$ cat src/irq_prio_pkg.sv
// Package for the interrupt priority slice: register indices, field layouts, reset values.
// Assumes a 16-bit register port with word indices.
package irq_prio_pkg;
    localparam int unsigned DATA_W     = 16;
    localparam int unsigned ADDR_W     = 4;
    localparam int unsigned NUM_SRC    = 14;
    localparam int unsigned PRIO_W     = 3;
    // Register indices.
    localparam logic [3:0] REG_GLOBAL_CTRL  = 4'h0;
    localparam logic [3:0] REG_FLAG_STATUS  = 4'h1;
    localparam logic [3:0] REG_PRIO_SER_TMR = 4'h2;
    localparam logic [3:0] REG_PRIO_LOW     = 4'h3;
    localparam logic [3:0] REG_CPU_STATUS   = 4'h4;
    localparam logic [3:0] REG_CORE_CTRL    = 4'h5;
    localparam logic [3:0] REG_IRQ_STATUS   = 4'h6;
    localparam logic [3:0] REG_IRQ_MASK     = 4'h7;
    localparam logic [3:0] REG_DISABLE_CNT  = 4'h8;
    // Field positions.
    localparam int unsigned ALT_VEC_BIT     = 15;
    localparam int unsigned TOFF_BIT        = 14;
    localparam int unsigned EDGE_POL_LSB    = 0;
    localparam int unsigned SER_RX_PRIO_LSB = 12;
    localparam int unsigned SPI_EVT_PRIO_LSB = 8;
    localparam int unsigned SPI_ERR_PRIO_LSB = 4;
    localparam int unsigned TMR3_PRIO_LSB   = 0;
    localparam int unsigned CPU_PRIO_LSB    = 5;
    localparam int unsigned CORE_PRIO_BIT   = 3;
    // Source indices inside the flag register.
    localparam int unsigned SRC_SER_RX  = 11;
    localparam int unsigned SRC_SPI_EVT = 10;
    localparam int unsigned SRC_SPI_ERR = 9;
    localparam int unsigned SRC_TMR3    = 8;
    localparam logic [15:0] FLAG_IMPL_MASK  = 16'h3FEF;
    localparam logic [15:0] GCTRL_WR_MASK   = 16'h8007;
    localparam logic [15:0] PRIO_WR_MASK    = 16'h7777;
    localparam logic [15:0] PRIO_RESET      = 16'h4444;
    localparam logic [15:0] ZERO16          = 16'h0000;
    localparam logic [PRIO_W-1:0] PRIO_OFF  = 3'h0;
    localparam logic [1:0] EVT_NONE = 2'h0;
    localparam int unsigned EVT_ACCEPT = 0;
    localparam int unsigned EVT_TOFF_END = 1;

    typedef struct packed {
        logic              valid;
        logic [3:0]        level;
        logic [3:0]        source;
    } irq_req_t;
endpackage

$ cat src/prio_select.sv
// Picks the highest priority pending source among sixteen flag bits.
// Assumes priorities arrive as one 3-bit field per source; ties go to the lower index.
`timescale 1ns/1ps
`default_nettype none
module prio_select #(
    parameter int unsigned N = 16
) (
    // Inputs
    input  wire logic [N-1:0]   pend_in,
    input  wire logic [3*N-1:0] prio_in,
    // Result
    output logic                found_out,
    output logic [2:0]          level_out,
    output logic [3:0]          index_out
);
    always_comb begin
        found_out = 1'b0;
        level_out = 3'h0;
        index_out = 4'h0;
        for (int i = 0; i < N; i++) begin
            // A zero field never wins: that source is disabled.
            if (pend_in[i] && prio_in[3*i +: 3] > level_out) begin
                found_out = 1'b1;
                level_out = prio_in[3*i +: 3];
                index_out = 4'(i);
            end
        end
    end
endmodule // prio_select
`default_nettype wire

$ cat src/irq_prio_ctrl.sv
// Interrupt priority slice: flags, priority fields, global control, CPU level and request.
// Assumes peripherals pulse source events synchronous to mclk_in and the core
// acknowledges a presented request with a one-cycle pulse.
// Function
// - each source has a 3-bit priority; only sources 8-11 own theirs, the rest share low register fields; 001 is level 1, 111 is level 7.
// - a priority field of 000 disables the source; it never requests.
// - serial receiver priority sits in bits 14:12 of its priority register.
// - SPI transfer-event priority sits in bits 10:8 of that register.
// - CPU level is core priority bit above status bits 7:5.
// - global control bit 14 is read-only, 1 while timed disable is active.
`timescale 1ns/1ps
`default_nettype none
module irq_prio_ctrl
    import irq_prio_pkg::*;
#(
    parameter int unsigned CNT_W = 14
) (
    // Clock and reset
    input  wire logic                          mclk_in,
    input  wire logic                          rst_in,
    // Register port
    input  wire logic [irq_prio_pkg::ADDR_W-1:0] addr_in,
    input  wire logic [irq_prio_pkg::DATA_W-1:0] wdata_in,
    input  wire logic                          wr_in,
    input  wire logic                          rd_in,
    output logic [irq_prio_pkg::DATA_W-1:0]    rdata_out,
    // Peripheral events and external pins
    input  wire logic [15:0]                   src_event_in,
    input  wire logic [2:0]                    ext_irq_pin_in,
    // Core side
    input  wire logic                          toff_start_in,
    input  wire logic [CNT_W-1:0]              toff_count_in,
    input  wire logic                          ack_in,
    output irq_prio_pkg::irq_req_t             req_out,
    output logic [3:0]                         cpu_level_out,
    output logic                               alt_vector_out,
    output logic                               irq_out
);
    import irq_prio_pkg::*;

    logic [15:0]      gctrl_r, gctrl_nxt;
    logic [15:0]      flags_r, flags_nxt;
    logic [15:0]      prio_a_r, prio_a_nxt;
    logic [15:0]      prio_b_r, prio_b_nxt;
    logic [15:0]      status_r, status_nxt;
    logic [15:0]      core_r, core_nxt;
    logic [1:0]       evt_r, evt_nxt;
    logic [1:0]       emask_r, emask_nxt;
    logic [CNT_W-1:0] toff_cnt_r, toff_cnt_nxt;
    logic [2:0]       pin_q_r, pin_q_nxt;
    logic [15:0]      rdata_r, rdata_nxt;
    irq_req_t         req_r, req_nxt;
    logic [3:0]       lvl_r, lvl_nxt;
    logic             irq_r, irq_nxt;

    logic [15:0] ext_edge;
    logic [15:0] ev_all;
    logic [47:0] prio_vec;
    logic        found;
    logic [2:0]  best_lvl;
    logic [3:0]  best_idx;
    logic        toff_active;
    logic [3:0]  cpu_level;

    assign toff_active = (toff_cnt_r != '0);
    assign cpu_level   = {core_r[CORE_PRIO_BIT], status_r[CPU_PRIO_LSB +: 3]};

    // Edge detect on external pin 0 only, polarity from global control bit 0; bit 0 of flags.
    always_comb begin
        ext_edge = ZERO16;
        for (int i = 0; i < 3; i++) begin
            if (i == 0) begin
                ext_edge[0] = gctrl_r[EDGE_POL_LSB] ? (pin_q_r[0] & ~ext_irq_pin_in[0])
                                                    : (~pin_q_r[0] & ext_irq_pin_in[0]);
            end
        end
    end
    assign ev_all = (src_event_in | ext_edge) & FLAG_IMPL_MASK;

    // Map a priority field to every flag bit; unmapped sources use the low register.
    always_comb begin
        prio_vec = '0;
        prio_vec[3*SRC_SER_RX  +: 3] = prio_a_r[SER_RX_PRIO_LSB  +: 3];
        prio_vec[3*SRC_SPI_EVT +: 3] = prio_a_r[SPI_EVT_PRIO_LSB +: 3];
        prio_vec[3*SRC_SPI_ERR +: 3] = prio_a_r[SPI_ERR_PRIO_LSB +: 3];
        prio_vec[3*SRC_TMR3    +: 3] = prio_a_r[TMR3_PRIO_LSB    +: 3];
        for (int i = 0; i < 8; i++) begin
            prio_vec[3*i +: 3] = prio_b_r[4*(i/2) +: 3];
        end
        for (int i = 12; i < 16; i++) begin
            prio_vec[3*i +: 3] = prio_b_r[4*(i-12) +: 3];
        end
    end

    prio_select #(
        .N (16)
    ) u_sel (
        .pend_in   (flags_r),
        .prio_in   (prio_vec),
        .found_out (found),
        .level_out (best_lvl),
        .index_out (best_idx)
    );

    // Register writes and hardware updates.
    always_comb begin
        gctrl_nxt    = gctrl_r;
        flags_nxt    = flags_r;
        prio_a_nxt   = prio_a_r;
        prio_b_nxt   = prio_b_r;
        status_nxt   = status_r;
        core_nxt     = core_r;
        evt_nxt      = evt_r;
        emask_nxt    = emask_r;
        toff_cnt_nxt = toff_cnt_r;
        pin_q_nxt    = ext_irq_pin_in;
        if (toff_start_in) begin
            toff_cnt_nxt = toff_count_in;
        end else if (toff_active) begin
            toff_cnt_nxt = toff_cnt_r - 1'b1;
        end
        if (wr_in) begin
            unique case (addr_in)
                REG_GLOBAL_CTRL:  gctrl_nxt  = wdata_in & GCTRL_WR_MASK;
                REG_FLAG_STATUS:  flags_nxt  = flags_r & wdata_in;
                REG_PRIO_SER_TMR: prio_a_nxt = wdata_in & PRIO_WR_MASK;
                REG_PRIO_LOW:     prio_b_nxt = wdata_in & PRIO_WR_MASK;
                REG_CPU_STATUS:   status_nxt = wdata_in;
                REG_CORE_CTRL:    core_nxt   = wdata_in;
                REG_IRQ_STATUS:   evt_nxt    = evt_r & ~wdata_in[1:0];
                REG_IRQ_MASK:     emask_nxt  = wdata_in[1:0];
                default:          ;
            endcase
        end
        // Hardware sets win over a same-cycle software clear.
        flags_nxt = flags_nxt | ev_all;
        if (req_r.valid && ack_in) begin
            flags_nxt[req_r.source] = 1'b0;
            status_nxt[CPU_PRIO_LSB +: 3] = req_r.level[2:0];
            evt_nxt[EVT_ACCEPT] = 1'b1;
        end
        if (toff_cnt_r == CNT_W'(1) && !toff_start_in) begin
            evt_nxt[EVT_TOFF_END] = 1'b1;
        end
    end

    // Read data, request and outputs.
    always_comb begin
        rdata_nxt = ZERO16;
        if (rd_in) begin
            unique case (addr_in)
                REG_GLOBAL_CTRL: begin
                    rdata_nxt = gctrl_r;
                    rdata_nxt[TOFF_BIT] = toff_active;
                end
                REG_FLAG_STATUS:  rdata_nxt = flags_r;
                REG_PRIO_SER_TMR: rdata_nxt = prio_a_r;
                REG_PRIO_LOW:     rdata_nxt = prio_b_r;
                REG_CPU_STATUS:   rdata_nxt = status_r;
                REG_CORE_CTRL:    rdata_nxt = core_r;
                REG_IRQ_STATUS:   rdata_nxt = {14'h0000, evt_r};
                REG_IRQ_MASK:     rdata_nxt = {14'h0000, emask_r};
                REG_DISABLE_CNT:  rdata_nxt = 16'(toff_cnt_r);
                default:          rdata_nxt = ZERO16;
            endcase
        end
        // A request must beat the CPU level and waits out a timed disable.
        req_nxt.valid  = found && ({1'b0, best_lvl} > cpu_level) && !toff_active;
        req_nxt.level  = {1'b0, best_lvl};
        req_nxt.source = best_idx;
        if (req_r.valid && ack_in) begin
            req_nxt.valid = 1'b0;
        end
        lvl_nxt = cpu_level;
        irq_nxt = |(evt_nxt & emask_nxt);
    end

    always_ff @(posedge mclk_in) begin
        if (rst_in) begin
            gctrl_r    <= ZERO16;
            flags_r    <= ZERO16;
            prio_a_r   <= PRIO_RESET;
            prio_b_r   <= PRIO_RESET;
            status_r   <= ZERO16;
            core_r     <= ZERO16;
            evt_r      <= EVT_NONE;
            emask_r    <= EVT_NONE;
            toff_cnt_r <= '0;
            pin_q_r    <= 3'h0;
            rdata_r    <= ZERO16;
            req_r      <= '0;
            lvl_r      <= 4'h0;
            irq_r      <= 1'b0;
        end else begin
            gctrl_r    <= gctrl_nxt;
            flags_r    <= flags_nxt;
            prio_a_r   <= prio_a_nxt;
            prio_b_r   <= prio_b_nxt;
            status_r   <= status_nxt;
            core_r     <= core_nxt;
            evt_r      <= evt_nxt;
            emask_r    <= emask_nxt;
            toff_cnt_r <= toff_cnt_nxt;
            pin_q_r    <= pin_q_nxt;
            rdata_r    <= rdata_nxt;
            req_r      <= req_nxt;
            lvl_r      <= lvl_nxt;
            irq_r      <= irq_nxt;
        end
    end

    assign rdata_out      = rdata_r;
    assign req_out        = req_r;
    assign cpu_level_out  = lvl_r;
    assign alt_vector_out = gctrl_r[ALT_VEC_BIT];
    assign irq_out        = irq_r;
endmodule // irq_prio_ctrl
`default_nettype wire

$ cat config.mk
export PLATFORM = sky130hd
export DESIGN_NAME = irq_prio_ctrl
export DESIGN_NICKNAME = d
export VERILOG_FILES = /design/src/irq_prio_pkg.sv /design/src/prio_select.sv /design/src/irq_prio_ctrl.sv
export SDC_FILE = /design/constraint.sdc
export NUM_CORES = 1
export LEC_CHECK = 0
export ABC_AREA = 1
export BUFFER_PORTS_ARGS = -buffer_cell sky130_fd_sc_hd__buf_2
export CAP_MARGIN = 10
export CORE_MARGIN = 2
export CORE_UTILIZATION = 40
export DETAILED_ROUTE_END_ITERATION = 10
export GPL_TIMING_DRIVEN = 0
export SETUP_SLACK_MARGIN = 0.4
export SYNTH_ARGS = -nofsm -noshare
export SYNTH_HDL_FRONTEND = slang
export SYNTH_SLANG_ARGS = --single-unit
$ cat constraint.sdc
create_clock -name mclk_in -period 13.5 [get_ports mclk_in]
set_input_delay 2.7 -clock mclk_in [delete_from_list [all_inputs] [get_ports mclk_in]]
set_output_delay 2.7 -clock mclk_in [all_outputs]
set_load 0.05 [all_outputs]
# Yosys cells after proc, flatten, opt, wreduce, memory -nomap -nowiden
# Cells that the tools add are included.
dict set report classes {
  n_addsub 1
  magnitude_cmp 19
  eq_ne 9
  mux 65
  bitwise 13
  n_reduce_logical 37
}
# cell n
set op_table {}
lappend op_table {{16-bit case mux with 9 select lines} 1}
lappend op_table {{3-bit two-way mux} 21}
lappend op_table {{16-bit two-way mux} 3}
lappend op_table {{3-bit greater-than comparator} 15}
lappend op_table {{16-bit bitwise AND} 2}
lappend op_table {{4-bit two-way mux} 8}
lappend op_table {{14-bit two-way mux} 2}
lappend op_table {{1-bit logical AND} 21}
lappend op_table {{1-bit two-way mux} 21}
lappend op_table {{4-bit by 3-bit == test with 1-bit output (second input constant)} 4}
lappend op_table {{8-bit two-way mux} 2}
lappend op_table {{16-bit NOT} 1}
lappend op_table {{16-bit by 14-bit OR with 16-bit output} 1}
lappend op_table {{14-bit by 1-bit == test with 1-bit output (second input constant)} 1}
lappend op_table {{14-bit by 1-bit OR with 14-bit output} 1}
lappend op_table {{14-bit nonzero test} 1}
lappend op_table {{14-bit by 1-bit subtractor with 14-bit output (second input constant)} 1}
lappend op_table {{2-bit two-way mux} 6}
lappend op_table {{2-bit AND reduction} 6}
lappend op_table {{4-bit by 2-bit == test with 1-bit output (second input constant)} 2}
lappend op_table {{2-bit nonzero test} 3}
lappend op_table {{2-bit OR reduction} 3}
lappend op_table {{4-bit by 5-bit < comparator with 1-bit output (second input constant)} 1}
lappend op_table {{2-bit bitwise AND} 2}
lappend op_table {{other kinds (11)} 15}
dict set report word_totals {
  ff_bits 125
  inputBits 59
  output_inout_bits 31
  elab_cells 162
}

# Longest topological paths before layout
dict set report depth {
  ltp_word 51
  mapped_depth 115
  depth_no_buf 115
}

# Cells and area by module
# Synthesis repeated with hierarchy kept, for this count alone.
dict set report unflattened {
  hier_cells 1111
  area_unflattened_um2 7388.3
}
# mod instances cells_each area_per_inst_um2
set modules_own_cells {}
lappend modules_own_cells {irq_prio_ctrl 1 786 5505.3}
lappend modules_own_cells {prio_select 1 325 1883.1}

# Worst setup path after synthesis
# No wires, ideal clock.
dict set report synth_path {
  path_kind {flip-flop to flip-flop}
  from {register prio_b_r[1]}
  to {register req_r, in the netlist req_out[8]}
  arrival_ns 14.010
  required_ns 13.442
  setup_slack_ns -0.568
  path_stages_with_launch 92
  n_path_buf 0
  period_less_slack_ns 14.068
  path_cell_list {dfxtp_1 nor3_1 nor3_1 ha_1 inv_1 nand3_1 nand2_2 nand3_4 o21ai_0 ha_1 a21oi_4 nand2_4 o21ai_0 ha_1 nand3_1 nor2_2 nor2_2 nand2_4 [56 not listed] o21bai_1 inv_1 nand2_2 nand4_1 and2_1 ha_1 nand2_1 nor2_1 a211oi_1 nor2_1 inv_1 o21ai_0 inv_1 ha_1 and3_1 a2111oi_0 o21ai_1 inv_1}
}
dict set report synth_via {
  elab_chain_len 51
  word_cells_on_any_way 67
  cone_classes {17 x order compare; 32 x mux; 18 x reduce/logical}
}
# element line_no
set synth_rtl {}
lappend synth_rtl {{from (decl)} irq_prio_ctrl.sv:44} ;# logic [15:0] prio_b_r, prio_b_nxt;
lappend synth_rtl {{from (signal assigned)} irq_prio_ctrl.sv:198} ;# prio_b_r <= prio_b_nxt;
lappend synth_rtl {{3-bit by 1-bit greater-than comparator with 1-bit output} prio_select.sv:22} ;# if (pend_in[i] && prio_in[3*i +: 3] > level_out) begin
lappend synth_rtl {{1-bit logical AND} prio_select.sv:22}
lappend synth_rtl {{3-bit two-way mux} prio_select.sv:22}
lappend synth_rtl {{3-bit greater-than comparator} prio_select.sv:22}
lappend synth_rtl {{1-bit logical AND} prio_select.sv:22}
lappend synth_rtl {{3-bit two-way mux} prio_select.sv:22}
lappend synth_rtl {{3-bit greater-than comparator} prio_select.sv:22}
lappend synth_rtl {{1-bit logical AND} prio_select.sv:22}
lappend synth_rtl {{[35 not listed]} n/a}
lappend synth_rtl {{1-bit logical AND} prio_select.sv:22}
lappend synth_rtl {{3-bit two-way mux (*)} prio_select.sv:22}
lappend synth_rtl {{3-bit greater-than comparator} prio_select.sv:22}
lappend synth_rtl {{1-bit logical AND} prio_select.sv:22}
lappend synth_rtl {{3-bit two-way mux (*)} prio_select.sv:22}
lappend synth_rtl {{via best_lvl[2]} irq_prio_ctrl.sv:60} ;# logic [2:0] best_lvl;
lappend synth_rtl {{3-bit by 4-bit greater-than comparator with 1-bit output (*)} irq_prio_ctrl.sv:168} ;# req_nxt.valid = found && ({1'b0, best_lvl} > cpu_level) && !toff_active;
lappend synth_rtl {{1-bit logical AND (*) (2 in a row)} irq_prio_ctrl.sv:168}
lappend synth_rtl {{to (signal assigned)} irq_prio_ctrl.sv:206} ;# req_r <= req_nxt;
lappend synth_rtl {{to (decl)} irq_prio_ctrl.sv:52} ;# irq_req_t req_r, req_nxt;
# Mark *: on every way through the listed nets, which the timed path passes. The rest lies on a longest branch.
# A chain may end at the register's enable or synchronous reset.

# Worst setup path in the final report
dict set report layout_path {
  from {register prio_b_r[2]}
  to {register req_r, in the netlist req_out[8]}
}
dict set report layout_via {
  elab_chain_len 51
  word_cells_on_any_way 67
  cone_classes {17 x order compare; 32 x mux; 18 x reduce/logical}
}
# element line_no
set layout_rtl {}
lappend layout_rtl {{3-bit by 1-bit greater-than comparator with 1-bit output} prio_select.sv:22}
lappend layout_rtl {{1-bit logical AND} prio_select.sv:22}
lappend layout_rtl {{3-bit two-way mux} prio_select.sv:22}
lappend layout_rtl {{3-bit greater-than comparator} prio_select.sv:22}
lappend layout_rtl {{1-bit logical AND} prio_select.sv:22}
lappend layout_rtl {{3-bit two-way mux} prio_select.sv:22}
lappend layout_rtl {{3-bit greater-than comparator} prio_select.sv:22}
lappend layout_rtl {{1-bit logical AND} prio_select.sv:22}
lappend layout_rtl {{[34 not listed]} n/a}
lappend layout_rtl {{3-bit greater-than comparator} prio_select.sv:22}
lappend layout_rtl {{1-bit logical AND} prio_select.sv:22}
lappend layout_rtl {{3-bit two-way mux} prio_select.sv:22}
lappend layout_rtl {{3-bit greater-than comparator} prio_select.sv:22}
lappend layout_rtl {{1-bit logical AND} prio_select.sv:22}
lappend layout_rtl {{3-bit two-way mux} prio_select.sv:22}
lappend layout_rtl {{3-bit by 4-bit greater-than comparator with 1-bit output} irq_prio_ctrl.sv:168}
lappend layout_rtl {{1-bit logical AND (*) (2 in a row)} irq_prio_ctrl.sv:168}
# Mark *: on every way between the ends. The rest lies on a longest branch, timed or not.

==> results.yml <==
outcome:
  status: "complete, no violations"
cts:
  cts_tree: "yes"
  numCtsBuffers: 17
  root_buffer: "clkbuf_16"
  clockBufferDepth: 2
  clkSlewWorstSetupHoldPaths_ps: 60
  clock_sinks: 124
  clk_latency_ps: 430
  htree_levels: 4
timing:
  tightest_slew_ps: 956
  fin_ws_ps: 292
  maxSlewViolCount: 0
  rsz0062_at_grt: "yes"
  fmax_mhz: 75.7
  max_slew_margin_pct: 35.7
  period_needed_ps: 13210
  fin_hold_ws_ps: 451
  post-route-period-util_pct: 97.8
  clock_skew_ps: 7.04
  finalHoldViolations: 0
  setup_viol: 0
synthesis:
  yosys_warnings: 0
  synth.top_cell.area_share_pct: 35.2
  synth_top_area_cell: "dfxtp_1"
  synth_most_common_cell: "nand2_1"
  synth.area.top_cells: "dfxtp_1, nand2_1, inv_1"
  synth_nets: 1053
  synth.ff_latch_count: 124
  synthesis.area_mm2: 0.00704
  synthArstFlopShare_pct: 0
  synth_cell_types: 49
  syn_avg_cell_area_um2: 7.24
  synthFlopType: "dfxtp_1"
  synth-edff-count: 0
  synthCells: 973
  seq_area_frac_synth_pct: 35.2
  synth_common_cells: "nand2_1, inv_1, dfxtp_1, a21oi_1, nor2_1"
routing:
  wl_um: 27100
  routedWlPerCell_um: 19.3
  final_antenna_net_count: 0
  drt_first_pass_iters: 5
  vias: 7742
  drtIter0Drc: 805
  vias_per_cell: 5.53
  drc_errors: 0
placement:
  place.gp.congestion: 0.990
  portBuffers: 81
  place_hpwl_um: 19300
  pre_cts_ws_ps: -1460
die:
  rows: 48
  dieArea_mm2: 0.0187
  die_y_um: 137
  die_x_um: 137
  boundaryPins: 90
  core-area_mm2: 0.0172
  start_util_pct: 40.9
global_route:
  grt_overflow: 0
  antenna_found_initial: 0
  grt_pass1_vias: 7328
  track_usage_pct: 28.9
  grt_max_degree: 17
  grt_first_pass_wirelength_um: 40200
power_and_ir_drop:
  ir_drop_uv: 77.2
  totalPowerFinal_mw: 1.17
  leakagePower_nw: 4.21
  power_density_mw_per_mm2: 120
layout:
  diodes: 0
  area.growth.synth_to_final_pct: 37.6
  drive_gt1_share_pct: 31.8
  nNetsFinal: 1243
  fill_cells: 1632
setup_path:
  end_kind: "register"
  worst-path-buf-inv: 9
  slowest_stage: "a2111oi_4"
  cp.arrival_ps: 13590
  start_kind: "register"
  r2r_setup_slack_ps: 290
  cp_top_family: "simple AND/OR/NAND/NOR gates"
  max_stage_delay_ps: 370
  cp.required_ps: 13880
  crit_fanout: 4
  crit_top_cell: "ha_4"
  worstSetupPathType: "reg2reg"
run:
  maxCapViolCount: 0
min_path:
  hold_class: "reg2reg"
## metal layers
layer  up-vias  global-route usage (%)  part of all wire (%)
met5         -                       0                     0
met4         0                    13.5                   4.2
met3        78                    6.26                   7.8
met2       329                    46.9                    47
met1      3645                    36.5                    41
li1       3690                       -                     -
## cells in the final DEF, fill, tap and decap left out, drive strengths merged, types with 2 or more instances in the layout
| cell | synthesis | routed |
|---|---|---|
| nand2 | 204 | 204 |
| buf | 6 | 177 |
| inv | 148 | 147 |
| dfxtp | 124 | 124 |
| a21oi | 86 | 86 |
| nor2 | 86 | 86 |
| nand3 | 65 | 65 |
| o21ai | 63 | 63 |
| clkbuf | 23 | 49 |
| a221oi | 46 | 46 |
| o22ai | 25 | 25 |
| ha | 21 | 21 |
| nor3 | 15 | 15 |
| xor2 | 7 | 7 |
| o211ai | 6 | 6 |
| nor4 | 6 | 6 |
| clkinv | 2 | 5 |
| nand4 | 4 | 4 |
| a31oi | 4 | 4 |
| a211oi | 4 | 4 |
| or2 | 4 | 4 |
| o31ai | 3 | 3 |
| a22oi | 3 | 3 |
| xnor2 | 2 | 2 |
| o221ai | 2 | 2 |
| bufinv | 0 | 2 |
| a21boi | 2 | 2 |
| o32ai | 2 | 2 |
## worst min-delay path, cell delays in order (launching register included)
cell and delay (ps):
dfxtp_1 300, inv_1 60, a21oi_1 50
## worst paths after layout
path,to,cells past startpoint,from
worst max register to register,req_out[8],94,prio_b_r[2]
worst min register to register,core_r[14],2,core_r[14]
worst min-delay path,core_r[14],2,core_r[14]
worst max-delay path,req_out[8],94,prio_b_r[2]
## repair_timing
item | 4_1_cts | 5_1_grt
pin swaps | 70 | 85
buffers inserted | 63 | 27
endpoints found under the setup margin | 8 | 8
hold buffers | 0 | 0
resized for setup | 75 | 58
## layout make-up
type,count,area (um2),area share (%)
multi-input combinational,670,4510,46.6
inverter,150,572,5.90
sequential,124,2500,25.8
tap,225,282,2.90
buffer,29,113,1.16
clock inverter,5,78.8,0.813
clock buffer,26,529,5.46
timing repair buffer,171,1110,11.4
## registers in the layout (all words and copies together), names as in the netlist
signal and count:
rdata_out 16, req_out 8, toff_cnt_r 14, prio_b_r 12, flags_r 16, prio_a_r 12, pin_q_r 1, evt_r 2
status_r 16, emask_r 2, gctrl_r 4, cpu_level_out 4, core_r 16, irq_out 1
## metrics by stage
stage                     setup TNS, ps  instances  utilization, %  cell area, um2
after floorplan                       0        973               -            7070
after global placement            -2150       1279            45.0            7760
after detailed placement          -3190       1279            45.1            7770
after CTS                             0       1373            53.1            9160
after global routing               -345       1400            56.3            9700
final                                 0       1400            56.3            9700
## report_power, final
| part | internal (mW) | switching [mW] | total [mW] | leakage, nW |
|---|---|---|---|---|
| Clock | 0.305 | 0.167 | 0.472 | 0.302 |
| Combinational | 0.110 | 0.184 | 0.294 | 2.90 |
| Sequential | 0.382 | 0.0173 | 0.399 | 1.01 |
| Total | 0.796 | 0.369 | 1.17 | 4.21 |
## cells by family after synthesis
family / Yosys count / synth area share (%)
simple gates: 387 / 27.7
fa+ha+maj: 21 / 3.73
xor+xnor: 9 / 1.12
flops: 124 / 35.2
buf+inv: 179 / 9.59
other cells: 1 / 0.0532
compound gates: 252 / 22.5
Note: power is estimated with default switching activity, not from simulation.
